==> config.mk <==
export PLATFORM = sky130hd
export DESIGN_NAME = buck_regulator_control_regs
export DESIGN_NICKNAME = d
export VERILOG_FILES = /design/src/include/buck_regs_pkg.sv /design/src/include/buck_cfg_if.sv /design/src/hw/buck_regulator_control_regs.sv /design/src/hw/sig_sync.sv /design/src/hw/buck_drive.sv
export SDC_FILE = /design/constraint.sdc
export NUM_CORES = 1
export LEC_CHECK = 0
export CORE_ASPECT_RATIO = 1.75
export CORE_UTILIZATION = 60
export CTS_CLUSTER_DIAMETER = 200
export CTS_CLUSTER_SIZE = 28
export DETAILED_ROUTE_END_ITERATION = 8
export DONT_BUFFER_PORTS = 1
export GPL_ROUTABILITY_DRIVEN = 0
export PLACE_DENSITY = 0.76
export SLEW_MARGIN = 25
export SYNTH_ARGS = -nofsm -noshare
export SYNTH_HDL_FRONTEND = slang
export SYNTH_HIERARCHICAL = 1
export SYNTH_SLANG_ARGS = --single-unit
==> constraint.sdc <==
create_clock -name core_clk_i -period 2.5 [get_ports core_clk_i]
set_input_delay 0 -clock core_clk_i [delete_from_list [all_inputs] [get_ports core_clk_i]]
set_output_delay 0 -clock core_clk_i [all_outputs]
set_load 0.01 [all_outputs]
==> src/include/buck_regs_pkg.sv <==
// Functional notes
// - ctrl bit 0 enables the buck in run; fuse-loaded, clearing turns it off.
// - ctrl bit 1 enables the buck in standby; loads the run enable fuse.
// - ctrl bit 2 keeps the buck enabled in sleep when 1, off when 0.
// - ctrl bit 3 puts the buck into low power in standby or sleep.
// - ctrl bit 4 slew: 0 is 12.5 mV per 2 us, 1 per 4 us.
// - slew bit loads from fuses, software may change it after power-up.
// - slew bit has no effect when the fuse scaling select is 1.
// - ctrl bit 5 forces continuous conduction while scaling voltage down.
// - ctrl bit 6 forces fixed-frequency pulse-width operation.
// - ctrl bit 7 low connects discharge resistor while the buck is disabled.
// - limit reg bits 1:0 select current limit 1.0/1.2/1.5/2.0 A, fuse-loaded.
// - limit reg bit 4 selects on-time (0) or off-time (1) control, resets 0.
// - buck b run voltage code is 6 bits, loaded from fuses.
// - buck b standby code at 0x39, powers up equal to the run code.
// - buck b sleep code at 0x3a, powers up equal to the run code.
// - fuse-loaded fields start from fuses, then are plain read/write bits.
// - buck a sleep enable also has an external set besides reads and writes.
// - buck b ctrl pair at 0x3b/0x3c mirrors buck a pair at 0x35/0x36.
// - buck a run code at 0x32 fuse-loaded; standby 0x33, sleep 0x34.
package buck_regs_pkg;
   // ------------------------------------------------------------
   // register indices (byte address is four times the index)
   // ------------------------------------------------------------
   localparam logic [5:0] IDX_A_RUN_CODE = 6'h32;
   localparam logic [5:0] IDX_A_STBY_CODE = 6'h33;
   localparam logic [5:0] IDX_A_SLEEP_CODE = 6'h34;
   localparam logic [5:0] IDX_A_CONTROL = 6'h35;
   localparam logic [5:0] IDX_A_LIMIT_TIMING = 6'h36;
   localparam logic [5:0] IDX_B_RUN_CODE = 6'h38;
   localparam logic [5:0] IDX_B_STBY_CODE = 6'h39;
   localparam logic [5:0] IDX_B_SLEEP_CODE = 6'h3a;
   localparam logic [5:0] IDX_B_CONTROL = 6'h3b;
   localparam logic [5:0] IDX_B_LIMIT_TIMING = 6'h3c;
   // ------------------------------------------------------------
   // field positions and reset values
   // ------------------------------------------------------------
   localparam int CODE_W = 6;
   localparam int CTL_RUN_EN = 0;
   localparam int CTL_STBY_EN = 1;
   localparam int CTL_SLEEP_EN = 2;
   localparam int CTL_LOW_PWR = 3;
   localparam int CTL_SLEW = 4;
   localparam int CTL_CCM_DOWN = 5;
   localparam int CTL_FORCED_PWM = 6;
   localparam int CTL_DIS_N = 7;
   localparam int LIM_ILIM_LO = 0;
   localparam int LIM_TIMING = 4;
   localparam logic [7:0] LIM_MASK = 8'h13;
   localparam logic [7:0] CTRL_RST = 8'h00;
   localparam logic [7:0] LIM_RST = 8'h00;
   localparam logic [5:0] CODE_RST = 6'h00;
   // ------------------------------------------------------------
   // fuse word layout, operating state codes, load timing
   // ------------------------------------------------------------
   localparam int FUSE_W = 12;
   localparam int FZ_CODE_LO = 0;
   localparam int FZ_RUN_EN = 6;
   localparam int FZ_SLEW = 7;
   localparam int FZ_DIS_N = 8;
   localparam int FZ_ILIM_LO = 9;
   localparam int FZ_SCALE_SEL = 11;
   localparam logic [1:0] OP_RUN = 2'h0;
   localparam logic [1:0] OP_STBY = 2'h1;
   localparam logic [1:0] OP_SLEEP = 2'h2;
   localparam logic [1:0] LOAD_WAIT = 2'h3;
   typedef enum {K_NONE, K_RUN, K_STBY, K_SLEEP, K_CTRL, K_LIM} reg_kind_t;
   typedef enum {LD_WAIT, LD_LOAD, LD_DONE} load_state_t;
endpackage : buck_regs_pkg

==> src/include/buck_cfg_if.sv <==
`timescale 1ns/1ps
interface buck_cfg_if;
   logic [7:0] ctrl;
   logic [7:0] lim;
   logic [5:0] run_code;
   logic [5:0] stby_code;
   logic [5:0] sleep_code;
   logic scale_sel;
   logic [1:0] op_state;
   modport src
   (
      output ctrl, lim, run_code, stby_code, sleep_code, scale_sel, op_state
   );
   modport dst
   (
      input ctrl, lim, run_code, stby_code, sleep_code, scale_sel, op_state
   );
endinterface : buck_cfg_if

==> src/hw/buck_regulator_control_regs.sv <==
// Design decision made here: register access over APB.
`timescale 1ns/1ps
module buck_regulator_control_regs
   import buck_regs_pkg::*;
   #(parameter int N_BUCK = 2)
(
   // clock and reset
   input wire logic core_clk_i,
   input wire logic srst_i,
   // apb slave
   input wire logic [7:0] paddr_i,
   input wire logic psel_i,
   input wire logic penable_i,
   input wire logic pwrite_i,
   input wire logic [31:0] pwdata_i,
   output logic [31:0] prdata_o,
   output logic pready_o,
   output logic pslverr_o,
   // fuse words and power state pins
   input wire logic [FUSE_W-1:0] fuse_buck_a_i,
   input wire logic [FUSE_W-1:0] fuse_buck_b_i,
   input wire logic [1:0] op_state_i,
   input wire logic buck_a_sleep_set_i,
   // regulator controls, index 0 is buck a
   output logic config_ready_o,
   output logic [1:0] buck_enable_o,
   output logic [1:0][CODE_W-1:0] buck_code_o,
   output logic [1:0] buck_low_power_o,
   output logic [1:0] buck_slew_select_o,
   output logic [1:0] buck_ccm_ramp_down_o,
   output logic [1:0] buck_forced_pwm_o,
   output logic [1:0] buck_discharge_o,
   output logic [1:0][1:0] buck_current_limit_o,
   output logic [1:0] buck_off_time_o
);
   // ------------------------------------------------------------
   // elaboration check
   // ------------------------------------------------------------
   if (N_BUCK != 2)
   begin : g_bad_count
      $error("register map serves exactly two bucks");
   end

   // ------------------------------------------------------------
   // decoding
   // ------------------------------------------------------------
   function automatic reg_kind_t kind_of(input logic [5:0] idx);
      case (idx)
         IDX_A_RUN_CODE, IDX_B_RUN_CODE: kind_of = K_RUN;
         IDX_A_STBY_CODE, IDX_B_STBY_CODE: kind_of = K_STBY;
         IDX_A_SLEEP_CODE, IDX_B_SLEEP_CODE: kind_of = K_SLEEP;
         IDX_A_CONTROL, IDX_B_CONTROL: kind_of = K_CTRL;
         IDX_A_LIMIT_TIMING, IDX_B_LIMIT_TIMING: kind_of = K_LIM;
         default: kind_of = K_NONE;
      endcase
   endfunction : kind_of

   function automatic logic buck_of(input logic [5:0] idx);
      buck_of = (idx >= IDX_B_RUN_CODE);
   endfunction : buck_of

   function automatic logic [7:0] fuse_ctrl(input logic [FUSE_W-1:0] fz);
      fuse_ctrl = CTRL_RST;
      fuse_ctrl[CTL_RUN_EN] = fz[FZ_RUN_EN];
      fuse_ctrl[CTL_STBY_EN] = fz[FZ_RUN_EN];
      fuse_ctrl[CTL_SLEW] = fz[FZ_SLEW];
      fuse_ctrl[CTL_DIS_N] = fz[FZ_DIS_N];
   endfunction : fuse_ctrl

   // ------------------------------------------------------------
   // pin synchronisers
   // ------------------------------------------------------------
   localparam int SYNC_W = 2 * FUSE_W + 3;
   logic [SYNC_W-1:0] sync_q;
   logic [FUSE_W-1:0] fuse_s [2];
   logic [1:0] op_s;
   logic set_s;

   sig_sync #(.W(SYNC_W)) u_sync
   (
      .core_clk_i(core_clk_i),
      .srst_i(srst_i),
      .d_i({buck_a_sleep_set_i, op_state_i, fuse_buck_b_i, fuse_buck_a_i}),
      .q_o(sync_q)
   );

   assign fuse_s[0] = sync_q[FUSE_W-1:0];
   assign fuse_s[1] = sync_q[2*FUSE_W-1:FUSE_W];
   assign op_s = sync_q[2*FUSE_W+1:2*FUSE_W];
   assign set_s = sync_q[2*FUSE_W+2];

   // ------------------------------------------------------------
   // fuse load sequence
   // ------------------------------------------------------------
   // waits until the synchronised fuse words are valid, then loads once
   load_state_t load_r;
   logic [1:0] wait_r;
   logic load_go;

   always_ff @(posedge core_clk_i)
   begin
      if (srst_i)
      begin
         load_r <= LD_WAIT;
         wait_r <= 2'h0;
      end
      else
      begin
         case (load_r)
            LD_WAIT:
            begin
               wait_r <= wait_r + 2'h1;
               if (wait_r == LOAD_WAIT)
                  load_r <= LD_LOAD;
            end
            LD_LOAD: load_r <= LD_DONE;
            LD_DONE: load_r <= LD_DONE;
            default: load_r <= LD_WAIT;
         endcase
      end
   end

   assign load_go = (load_r == LD_LOAD);

   always_ff @(posedge core_clk_i)
   begin
      if (srst_i)
         config_ready_o <= 1'b0;
      else
         config_ready_o <= (load_r == LD_DONE);
   end

   // ------------------------------------------------------------
   // apb access
   // ------------------------------------------------------------
   logic setup;
   logic hit;
   logic wr_en;
   reg_kind_t kind_d;
   logic buck_d;
   logic [31:0] rd_nxt;
   logic [7:0] ctrl_r [2];
   logic [7:0] lim_r [2];
   logic [CODE_W-1:0] code_r [2][3];

   assign setup = psel_i & ~penable_i;
   assign kind_d = kind_of(paddr_i[7:2]);
   assign buck_d = buck_of(paddr_i[7:2]);
   assign hit = (paddr_i[1:0] == 2'h0) & (kind_d != K_NONE);
   // write lands only at the completing access edge
   assign wr_en = psel_i & penable_i & pready_o & pwrite_i & ~pslverr_o;

   always_comb
   begin
      rd_nxt = 32'h0000_0000;
      case (kind_d)
         K_RUN: rd_nxt[CODE_W-1:0] = code_r[buck_d][0];
         K_STBY: rd_nxt[CODE_W-1:0] = code_r[buck_d][1];
         K_SLEEP: rd_nxt[CODE_W-1:0] = code_r[buck_d][2];
         K_CTRL: rd_nxt[7:0] = ctrl_r[buck_d];
         K_LIM: rd_nxt[7:0] = lim_r[buck_d] & LIM_MASK;
         default: rd_nxt = 32'h0000_0000;
      endcase
   end

   // zero wait states: ready rises in the first access cycle
   always_ff @(posedge core_clk_i)
   begin
      if (srst_i)
      begin
         pready_o <= 1'b0;
         pslverr_o <= 1'b0;
         prdata_o <= 32'h0000_0000;
      end
      else
      begin
         pready_o <= setup;
         // writes before the fuse load would be overwritten, so refuse them
         pslverr_o <= setup & (~hit | (pwrite_i & ~config_ready_o));
         prdata_o <= (setup & ~pwrite_i & hit) ? rd_nxt : 32'h0000_0000;
      end
   end

   // ------------------------------------------------------------
   // register storage and per-buck drive
   // ------------------------------------------------------------
   for (genvar b = 0; b < 2; b++)
   begin : g_buck
      logic sel_b;
      assign sel_b = wr_en & (buck_d == 1'(b));

      always_ff @(posedge core_clk_i)
      begin
         if (srst_i)
            ctrl_r[b] <= CTRL_RST;
         else
         begin
            if (load_go)
               ctrl_r[b] <= fuse_ctrl(fuse_s[b]);
            else if (sel_b && kind_d == K_CTRL)
               ctrl_r[b] <= pwdata_i[7:0];
            // external set wins over a clearing write
            if (b == 0 && set_s)
               ctrl_r[b][CTL_SLEEP_EN] <= 1'b1;
         end
      end

      always_ff @(posedge core_clk_i)
      begin
         if (srst_i)
            lim_r[b] <= LIM_RST;
         else if (load_go)
            lim_r[b] <= LIM_RST | {6'h00, fuse_s[b][FZ_ILIM_LO +: 2]};
         else if (sel_b && kind_d == K_LIM)
            lim_r[b] <= pwdata_i[7:0] & LIM_MASK;
      end

      for (genvar k = 0; k < 3; k++)
      begin : g_code
         always_ff @(posedge core_clk_i)
         begin
            if (srst_i)
               code_r[b][k] <= CODE_RST;
            else if (load_go)
               code_r[b][k] <= fuse_s[b][FZ_CODE_LO +: CODE_W];
            else if (sel_b && kind_d == reg_kind_t'(K_RUN + k))
               code_r[b][k] <= pwdata_i[CODE_W-1:0];
         end
      end

      buck_cfg_if cfg ();
      assign cfg.ctrl = ctrl_r[b];
      assign cfg.lim = lim_r[b];
      assign cfg.run_code = code_r[b][0];
      assign cfg.stby_code = code_r[b][1];
      assign cfg.sleep_code = code_r[b][2];
      assign cfg.scale_sel = fuse_s[b][FZ_SCALE_SEL];
      assign cfg.op_state = op_s;

      buck_drive u_drive
      (
         .core_clk_i(core_clk_i),
         .srst_i(srst_i),
         .cfg(cfg),
         .enable_o(buck_enable_o[b]),
         .code_o(buck_code_o[b]),
         .low_power_o(buck_low_power_o[b]),
         .slew_select_o(buck_slew_select_o[b]),
         .ccm_ramp_down_o(buck_ccm_ramp_down_o[b]),
         .forced_pwm_o(buck_forced_pwm_o[b]),
         .discharge_o(buck_discharge_o[b]),
         .current_limit_o(buck_current_limit_o[b]),
         .off_time_o(buck_off_time_o[b])
      );
   end
endmodule : buck_regulator_control_regs

==> src/hw/sig_sync.sv <==
`timescale 1ns/1ps
module sig_sync
   #(parameter int W = 1)
(
   // clock and reset
   input wire logic core_clk_i,
   input wire logic srst_i,
   // data
   input wire logic [W-1:0] d_i,
   output logic [W-1:0] q_o
);
   logic [W-1:0] meta_r;
   // first stage feeds only the second stage
   always_ff @(posedge core_clk_i)
   begin
      if (srst_i)
      begin
         meta_r <= '0;
         q_o <= '0;
      end
      else
      begin
         meta_r <= d_i;
         q_o <= meta_r;
      end
   end
endmodule : sig_sync

==> src/hw/buck_drive.sv <==
`timescale 1ns/1ps
module buck_drive
   import buck_regs_pkg::*;
(
   // clock and reset
   input wire logic core_clk_i,
   input wire logic srst_i,
   // configuration
   buck_cfg_if.dst cfg,
   // regulator controls
   output logic enable_o,
   output logic [CODE_W-1:0] code_o,
   output logic low_power_o,
   output logic slew_select_o,
   output logic ccm_ramp_down_o,
   output logic forced_pwm_o,
   output logic discharge_o,
   output logic [1:0] current_limit_o,
   output logic off_time_o
);
   logic en_nxt;
   logic [CODE_W-1:0] code_nxt;
   logic quiet_nxt;

   always_comb
   begin
      quiet_nxt = 1'b1;
      case (cfg.op_state)
         OP_STBY:
         begin
            en_nxt = cfg.ctrl[CTL_STBY_EN];
            code_nxt = cfg.stby_code;
         end
         OP_SLEEP:
         begin
            en_nxt = cfg.ctrl[CTL_SLEEP_EN];
            code_nxt = cfg.sleep_code;
         end
         default:
         begin
            // unused state code is treated as run
            en_nxt = cfg.ctrl[CTL_RUN_EN];
            code_nxt = cfg.run_code;
            quiet_nxt = 1'b0;
         end
      endcase
   end

   always_ff @(posedge core_clk_i)
   begin
      if (srst_i)
      begin
         enable_o <= 1'b0;
         code_o <= CODE_RST;
         low_power_o <= 1'b0;
         slew_select_o <= 1'b0;
         ccm_ramp_down_o <= 1'b0;
         forced_pwm_o <= 1'b0;
         discharge_o <= 1'b0;
         current_limit_o <= 2'h0;
         off_time_o <= 1'b0;
      end
      else
      begin
         enable_o <= en_nxt;
         code_o <= code_nxt;
         low_power_o <= quiet_nxt & cfg.ctrl[CTL_LOW_PWR];
         // fixed ramp selection overrides the slew bit
         slew_select_o <= cfg.ctrl[CTL_SLEW] & ~cfg.scale_sel;
         ccm_ramp_down_o <= cfg.ctrl[CTL_CCM_DOWN];
         forced_pwm_o <= cfg.ctrl[CTL_FORCED_PWM];
         discharge_o <= ~en_nxt & ~cfg.ctrl[CTL_DIS_N];
         current_limit_o <= cfg.lim[LIM_ILIM_LO +: 2];
         off_time_o <= cfg.lim[LIM_TIMING];
      end
   end
endmodule : buck_drive

==> impl_metrics.ini, run 1 <==
[grt]
grtUsageMet2_pct = 47.9
grt_pass1_wl_mm = 20.8
use_met1_pct = 26.6
grt_max_degree = 92
grt_overflow = 0
grt.met3_usage_pct = 5.70
grt_antenna_before_repair = 0
grtUsageTotal_pct = 26.8
grt_pass1_vias = 4047
top_usage_layer = met2

[clocking]
clk_pin_slew_ps = 60
cts_tree = yes
cts_max_level = 4
clk_latency_ps = 410
cts_buffers = 17
post-cts-setup-buffer-count = 0
cts_root_buffer = clkbuf_16
cts_hold_buf = 48
clockBufferDepth = 2
cts_resized = 0
clock_sinks = 157

[yosys]
synth_warnings = 6
synth_top_area_share_pct = 31.5
synth_top_cell_by_area = dfxtp_1
dominantRegCellSynth = dfxtp_1
synthTopCellsByArea = dfxtp_1 (31%), edfxtp_1 (28%), nor2b_1 (8.0%)
synthArstFlopShare_pct = 0
synthTopCellsByCount = dfxtp_1 (99), nor2b_1 (81), edfxtp_1 (58)
yosysSeqAreaShare_pct = 59.1
netlist_area_mm2 = 0.00630
synth-seq-cells = 157
syn_inst = 504
ys_types = 45
synth_edf_count = 58
yosys.cell_count.top_type = dfxtp_1
avgSynthCellArea_um2 = 12.5

[drt]
routedWlPerCell_um = 19.8
firstDrtPassIters = 5
drt_iter0_drc = 208
post-route-drc-count = 0
antenna_violating_nets_post_route = 0
drt-total-wl_mm = 13.7
vias_per_cell = 5.89
vias = 4067

[timing]
holdWs_ps = 0.00613
worst_pin_slew_ps = 701
tns_ps = 0
setup_violations = 0
rsz0062_at_grt = no
relSlewSlack_pct = 53.3
hold_violations = 0
fin_ws_ps = 189
fin_crit_ps = 2310
slew_viol_final = 0
max_freq_mhz = 433
skew_ps = 8.38
fin_crit_sh_pct = 92.4

[outcome]
status = completed

[worst_setup_path]
cp_max_fo = 10
cpMaxStageDelayCell = or4b_4
endpoint_kind = flop
critPathMaxStageDelay_ps = 630
path_class = flop to flop
critPathArrivalTime_ps = 2420
cp.required_ps = 2610
crit_path_start_kind = flop
critical_path.cell_chain = inv_1, ha_1, or2_1, or4b_4, nor2_4, or2_2

[min_path]
hp-class = input port to flop

[power]
peakVddDrop_mv = 0.842
power_frac_seq_pct = 50.2
leakage_nw = 2.94
p_clk_share_pct = 39.5
p_int_mw = 4.96
pwr_density_cell_mw_per_mm2 = 883
power_switching_share_pct = 23.9
power_frac_comb_pct = 10.3
p_sw_mw = 1.56

[flow_run]
maxCapViolCount = 0

[final_layout]
final_area_mm2 = 0.00737
drive_above_1_share_pct = 11.9
n_antenna_cell = 0
area_delta_synth_final_pct = 17.0
utilization_pct = 72.0
fillers = 696
nets = 632

[floorplan]
num_rows = 49
core_mm2 = 0.0102
ios = 137
dieHeight_um = 138
start_util_pct = 61.5
fp.dieW_um = 79.5
dieArea_mm2 = 0.0109

[placement]
dpl.hpwl_mm = 9.36
portBuffers = 0
placed_area_mm2 = 0.00627
post-place-ws_ps = 190
[layout by cell type, fill, tap and decap left out, types with 2 or more instances in the layout]
master,Yosys,layout
dfxtp_1,99,99
nor2b_1,81,80
edfxtp_1,58,58
a22o_1,49,49
dlygate4sd3_1,0,47
mux2i_1,32,32
conb_1,1,24
clkbuf_16,0,17
nor3_1,14,14
o22ai_1,12,12
a221oi_1,12,12
nor2_1,11,11
or2_2,10,10
inv_1,9,9
and2_1,9,9
ha_1,9,9
nor2_4,8,8
nor3b_1,7,7
o21a_1,5,5
clkinv_2,0,5
buf_4,25,5
o31a_1,3,3
clkbuf_8,0,3
bufinv_16,0,3
and3b_1,2,2
or2_1,2,2
nand4_1,2,2
nor2_2,2,2
a221oi_2,2,2
[registers in the layout, indices dropped and copies added, names as in the netlist, 4 cells and up]
name,cells
code_r,36
u_sync/meta_r,27
u_sync/q_o,27
ctrl_r,16
g_buck.u_drive/code_o,12
prdata_o,8
lim_r,6
g_buck.u_drive/current_limit_o,4
[metrics by stage]
stage                     instances  total power [mW]
after global routing            690              6.76
after detailed placement        611              3.87
final                           690              6.51
after floorplan                 527              3.72
after CTS                       690              6.53
after global placement          611              3.84
[final timing paths]
| check | start | endpoint | slack [ps] | cells past startpoint |
|---|---|---|---|---|
| worst max-delay path | load_r[1] | ctrl_r[0][0] | 190 | 6 |
| worst min-delay path | paddr_i[7] | prdata_o[7] | 0.006 | 2 |
| worst max register to register | load_r[1] | ctrl_r[0][0] | 190 | 6 |
| worst min register to register | u_sync/meta_r[14] | u_sync/q_o[14] | 430 | 1 |
[critical path, delay by kind of cell, from the launching register on]
family                     cells  cell delay, ps
and+or+nand+nor                4            1390
adders and majority gates      1             190
buffers and inverters          1              80
DFF                            1             340
[power by group through the flow]
stage | clock, mW | sequential (mW) | combinational [mW]
finish | 2.57 | 3.27 | 0.668
global route | 2.74 | 3.30 | 0.725
CTS | 2.60 | 3.26 | 0.666
detailed placement | 0 | 3.32 | 0.558
global placement | 0 | 3.31 | 0.530
floorplan | 0 | 3.21 | 0.513
[area by class of cell]
type	count	area (µm²)	share of cell area, %
sequential	157	3720	50.5
timing repair buffer	53	536	7.26
tap	127	159	2.15
inverter	9	33.8	0.458
clock inverter	11	138	1.87
multi-input combinational	313	2320	31.4
clock buffer	20	467	6.33
[per-layer routing]
| layer | vias up | share of wire (%) |
|---|---|---|
| met5 | - | 0 |
| met4 | 0 | 6.6 |
| met3 | 63 | 5.2 |
| met2 | 222 | 53 |
| met1 | 1916 | 35 |
| li1 | 1866 | - |
[cells by family (layout without fill, tap and decap cells)]
family,after synthesis,in the layout,share of synthesized area (%)
flip-flops,157,157,59.1
AND/OR/NAND/NOR,157,157,16.1
AO/OA/AOI/OAI,88,88,11.9
buffers and inverters,57,93,5.52
multiplexers,32,32,5.08
adder cells (fa/ha/maj),10,10,1.97
XOR/XNOR,2,2,0.278
other,1,24,0.0595
(Power assumes the default switching activity.)
==> run 2: changes to the inputs <==
--- a/config.mk
+++ b/config.mk
@@ -5,13 +5,14 @@
 export SDC_FILE = /design/constraint.sdc
 export NUM_CORES = 1
 export LEC_CHECK = 0
-export CORE_ASPECT_RATIO = 1.75
+export CORE_ASPECT_RATIO = 1.2
 export CORE_UTILIZATION = 60
 export CTS_CLUSTER_DIAMETER = 200
 export CTS_CLUSTER_SIZE = 28
 export DETAILED_ROUTE_END_ITERATION = 8
 export DONT_BUFFER_PORTS = 1
 export GPL_ROUTABILITY_DRIVEN = 0
+export HOLD_SLACK_MARGIN = 0.02
 export PLACE_DENSITY = 0.76
 export SLEW_MARGIN = 25
 export SYNTH_ARGS = -nofsm -noshare
==> run 2 against run 1 <==
Effect of this change:
- global-route usage is 1.5 points lower
- core utilization up 0.92 points
- wire length down 6.4%
- combinational power shrank 2%
- count of clock-buffer cells in the layout is 9 higher
- sequential cell count is the same
- non-clock buffer count unchanged
- critical path depth is the same
==> impl_metrics.ini, run 2 (synthesis gave the netlist of run 1 again) <==
[clocking]
cts_tree = yes
clockBufferDepth = 2
cts_max_level = 4
cts_root_buffer = clkbuf_16
clk_latency_ps = 410
clk_pin_slew_ps = 60
cts_buffers = 17
clock_sinks = 157
post-cts-setup-buffer-count = 0

[flow_run]
maxCapViolCount = 0

[worst_setup_path]
cp.required_ps = 2570
r2r_start = load_r[1]
reg2reg_to = ctrl_r[1][4]
r2r_cells = 6
path_class = flop to flop
endpoint_kind = flop
crit_path_start_kind = flop
critPathArrivalTime_ps = 2430
reg2reg_slack_ps = 140
cp_max_fo = 8
startpoint = load_r[1]

[timing]
tns_ps = 0
worst_pin_slew_ps = 645
relSlewSlack_pct = 57.0
slew_viol_final = 0
setup_violations = 0
max_freq_mhz = 423
holdWs_ps = 37.5
hold_violations = 0
skew_ps = 8.29
rsz0062_at_grt = no
fin_crit_ps = 2360
fin_crit_sh_pct = 94.6

[final_layout]
layout_common_cells = dfxtp_1 (99), nor2b_1 (80), edfxtp_1 (58)
n_antenna_cell = 0
area_delta_synth_final_pct = 17.0
drive_above_1_share_pct = 11.4
utilization_pct = 72.9
largest_reg_flops = 36
top_regs = code_r (36), u_sync/meta_r (27), u_sync/q_o (27)
fillers = 693
regMostFlops = code_r
nets = 632
final_common_cell = dfxtp_1

[power]
leakage_nw = 2.93
peakVddDrop_mv = 0.482
finalPower_mw = 6.45
pwr_density_cell_mw_per_mm2 = 874

[grt]
grt_overflow = 0
grt_max_degree = 92
grt_pass1_wl_mm = 20.0
grt_antenna_before_repair = 0
grt_pass1_vias = 3870
grtUsageTotal_pct = 25.3

[drt]
post-route-drc-count = 0
drt_iter0_drc = 413
vias = 3982
drt-total-wl_mm = 12.8
firstDrtPassIters = 7
vias_per_cell = 5.78
routedWlPerCell_um = 18.6
antenna_violating_nets_post_route = 0

[min_path]
hp-class = input port to flop
min_to = lim_r[0][0]
hold_path.startpoint = srst_i
hold_depth = 2

[floorplan]
core_mm2 = 0.0101
start_util_pct = 62.3
dieHeight_um = 114
ios = 137
dieArea_mm2 = 0.0109
num_rows = 40
fp.dieW_um = 95.6

[placement]
portBuffers = 0
dpl.hpwl_mm = 8.63

[outcome]
status = completed
run 2: cell count changes in the layout (fill, tap and decap cells not counted):
cell	before	now
buf_4	5	6
bufinv_16	3	0
clkbuf_1	0	4
clkbuf_16	17	21
clkbuf_8	3	4
clkinv_2	5	1
dlygate4sd3_1	47	46
inv_4	1	0
inv_6	1	0
run 2: critical path, cell delays in order (launching register included):
cell	delay [ps]
dfxtp_1	360
inv_1	90
ha_1	210
or2_1	290
or4_4	600
nor2_4	140
or2_1	340
run 2: area by class of cell:
type	instances	area, µm²	share of cell area, %
Sequential cell	157	3720	50.5
Clock buffer	29	596	8.08
Timing Repair Buffer	53	533	7.23
Clock inverter	2	12.5	0.170
Tap cell	126	158	2.14
Multi-Input combinational cell	313	2320	31.4
Inverter	9	33.8	0.458
run 2: routing by layer:
layer | global-route usage (%) | routed length (µm)
met5 | 0 | 0
met4 | 12.2 | 365
met2 | 39.4 | 6270
met3 | 6.04 | 898
met1 | 33.0 | 5260
run 2: per-stage QoR:
step / cells / worst slack, ps / area [µm²]
floorplan: 527 / 323 / 6390
global placement: 611 / 217 / 6280
detailed placement: 611 / 159 / 6280
CTS: 689 / 136 / 7370
global route: 689 / 35.4 / 7370
finish: 689 / 135 / 7370
run 2: worst max path at each step:
| stage | to | slack (ps) | depth (start not counted) |
|---|---|---|---|
| 6_report | ctrl_r[1][4] | 140 | 6 |
| 2_1_floorplan | ctrl_r[1][0] | 320 | 6 |
| 4_1_cts | ctrl_r[1][4] | 140 | 6 |
| 5_1_grt | ctrl_r[1][2] | 40 | 6 |
| 3_3_place_gp | ctrl_r[1][2] | 220 | 6 |
| 3_5_place_dp | ctrl_r[1][6] | 160 | 6 |
run 2: power by group:
part	total (mW)	internal [mW]	switching (mW)
combinational	0.652	0.296	0.356
sequential	3.27	3.02	0.247
clock	2.52	1.61	0.913
total	6.45	4.93	1.52
run 2: what timing repair did:
item,4_1_cts,5_1_grt
gates resized for setup,0,0
hold buffers,47,0
hold endpoints to repair,157,0
endpoints found under the setup margin,0,0
==> run 3: changes to the inputs <==
--- a/config.mk
+++ b/config.mk
@@ -17,5 +17,4 @@
 export SLEW_MARGIN = 25
 export SYNTH_ARGS = -nofsm -noshare
 export SYNTH_HDL_FRONTEND = slang
-export SYNTH_HIERARCHICAL = 1
 export SYNTH_SLANG_ARGS = --single-unit
==> run 3 against run 2 <==
Effect of this change:
- sequential power is essentially flat
- die area up 0.64%
- synthesized cell count rose by 5.4%
- final cell count increased by 2.5%
- critical path depth grew 2
- worst hold slack better by 48 ps
==> impl_metrics.ini, run 3 <==
[outcome]
status = completed

[floorplan]
dieHeight_um = 115
ios = 137
fp.dieW_um = 95.9
dieArea_mm2 = 0.0110
num_rows = 40
core_mm2 = 0.0102
start_util_pct = 62.4

[yosys]
yosysSeqAreaShare_pct = 58.7
yosys.cell_count.top_type = dfxtp_1
syn_inst = 531
ys_types = 41
synthTopCellsByCount = dfxtp_1 (99), nor2b_1 (67), edfxtp_1 (58)
netlist_area_mm2 = 0.00634
synth_warnings = 0
synthTopCellsByArea = dfxtp_1 (31%), edfxtp_1 (27%), a22o_1 (6.8%)
synth_compound_gate_area_share_pct = 12.4
synth_mux_area_share_pct = 5.05
yosys.area_share.simple_pct = 15.1
avgSynthCellArea_um2 = 11.9
dominantRegCellSynth = dfxtp_1
synth_top_cell_by_area = dfxtp_1
synth_edf_count = 58
synth-xor-area-share_pct = 0.276
synthAdderAreaFrac_pct = 1.56
synth-seq-cells = 157
synth_top_area_share_pct = 31.2
synthArstFlopShare_pct = 0
synth_top_family_by_area = simple AND/OR/NAND/NOR gates

[grt]
grt_pass1_wl_mm = 19.4
grt_max_degree = 92
grt_overflow = 0
grtUsageTotal_pct = 24.5
use_met1_pct = 30.5
grtUsageMet2_pct = 39.5
top_usage_layer = met2
grt.met3_usage_pct = 6.11
grt_pass1_vias = 3723
grt_antenna_before_repair = 0

[worst_setup_path]
crit_cells = 8
cp_num_buf_inv = 4
critPathTopFamily = buffers and inverters
crit_path_start_kind = input port
cpMaxStageDelayCell = dlygate4sd3_1
critical_path.cell_chain = dlygate4sd3_1, buf_16, nor2_1, nand2_1, dlygate4sd3_1, nor3_4, o31a_1, dlygate4sd3_1
cp_max_fo = 91
path_class = input port to flop
endpoint_kind = flop
critPathMaxStageDelay_ps = 610
path_common_cell = dlygate4sd3_1
cp.required_ps = 2860
critPathArrivalTime_ps = 2710
r2r_cells = 6

[power]
leakage_nw = 2.93
power_frac_comb_pct = 10.1
pwr_density_cell_mw_per_mm2 = 864
power_switching_share_pct = 24.4
power_frac_seq_pct = 51.2
p_sw_mw = 1.55
p_int_mw = 4.80
peakVddDrop_mv = 0.508
p_clk_share_pct = 38.7

[timing]
fin_crit_sh_pct = 93.8
holdWs_ps = 85.4
tns_ps = 0
setup_violations = 0
fin_ws_ps = 155
worst_pin_slew_ps = 618
max_freq_mhz = 426
slew_viol_final = 0
skew_ps = 8.66
fin_crit_ps = 2350
hold_violations = 0
relSlewSlack_pct = 58.7
rsz0062_at_grt = no

[final_layout]
regMostFlops = code_r
drive_above_1_share_pct = 12.3
fillers = 709
area_delta_synth_final_pct = 16.0
layout_common_cells = dfxtp_1 (99), nor2b_1 (66), edfxtp_1 (58)
final_common_cell = dfxtp_1
top_regs = code_r (36), u_sync.meta_r (27), u_sync.q_o (27)
final_area_mm2 = 0.00736
largest_reg_flops = 36
nets = 645

[clocking]
cts_max_level = 4
cts_tree = yes
clockBufferDepth = 2
cts_root_buffer = clkbuf_16
cts_resized = 0
clk_latency_ps = 410
cts_buffers = 17
clock_sinks = 157
clk_pin_slew_ps = 60

[drt]
vias_per_cell = 5.67
post-route-drc-count = 0
vias = 4005
drt-total-wl_mm = 12.6
routedWlPerCell_um = 17.8
firstDrtPassIters = 5
antenna_violating_nets_post_route = 0
drt_iter0_drc = 356

[placement]
portBuffers = 0
post-place-ws_ps = 259
placed_area_mm2 = 0.00623
dpl.hpwl_mm = 8.39

[flow_run]
maxCapViolCount = 0

[min_path]
hp-class = input port to flop
hold_depth = 3
run 3: cell types whose count changed after synthesis, moves of 3 or more:
cell / before / now
nor2b_1: 81 / 67
buf_4: 25 / 39
buf_2: 8 / 1
clkbuf_1: 7 / 21
a221oi_1: 12 / 0
nor3_1: 14 / 0
a21oi_1: 1 / 15
buf_6: 4 / 1
a22oi_1: 0 / 14
nor2_1: 11 / 39
run 3: layer usage:
layer  part of all wire, %  vias up
li1                      -     1900
met1                    39     1837
met2                    50      237
met3                   7.9       31
met4                   3.1        0
met5                     0        -
run 3: logic make-up (layout without fill, tap and decap cells):
logic type,count (synthesis),after routing
compound gates,100,100
other cells,1,25
simple gates,157,157
buf+inv,74,99
flops,157,157
xor+xnor,2,2
mux,32,32
fa+ha+maj,8,8
run 3: cell type report:
type / count / area [µm²] / area share, %
inverters: 7 / 26.3 / 0.357
flip-flops and latches: 157 / 3720 / 50.6
diodes: 1 / 2.50 / 0.0340
multi-input cells: 323 / 2270 / 30.9
well taps: 126 / 158 / 2.14
repair buffers: 60 / 588 / 7.99
clock inverters: 14 / 144 / 1.96
clock buffers: 18 / 439 / 5.97
run 3: worst min-delay path, stage by stage:
cell       delay (ps)
o2111ai_4         170
o22ai_1           100
o21a_1            170
run 3: power groups by stage:
| stage | registers (mW) | clock network [mW] | logic (mW) |
|---|---|---|---|
| after floorplan | 3.18 | 0 | 0.545 |
| after global placement | 3.29 | 0 | 0.514 |
| after detailed placement | 3.30 | 0 | 0.536 |
| after CTS | 3.25 | 2.50 | 0.643 |
| after global routing | 3.28 | 2.62 | 0.718 |
| final | 3.25 | 2.46 | 0.643 |
run 3: final timing paths:
| kind | start | to | slack, ps |
|---|---|---|---|
| setup / recovery | srst_i | prdata_o[0] | 150 |
| hold / removal | paddr_i[7] | prdata_o[3] | 90 |
| setup reg to reg | load_r[1] | code_r[0][2] | 230 |
| hold reg to reg | u_sync.q_o[11] | g_buck[0].u_drive.slew_select_o | 380 |
run 3: what timing repair did:
item                                   CTS  global route
setup buffers                            0             5
endpoints found under the hold margin  157             0
hold buffers                            48             0
setup endpoints to repair                0             1
run 3: per-stage QoR:
stage | std cells | power (mW) | util (%)
2_1_floorplan | 554 | 3.73 | -
3_3_place_gp | 620 | 3.81 | 61.4
3_5_place_dp | 620 | 3.84 | 61.4
4_1_cts | 700 | 6.39 | 72.0
5_1_grt | 705 | 6.62 | 72.4
6_report | 706 | 6.36 | 72.4
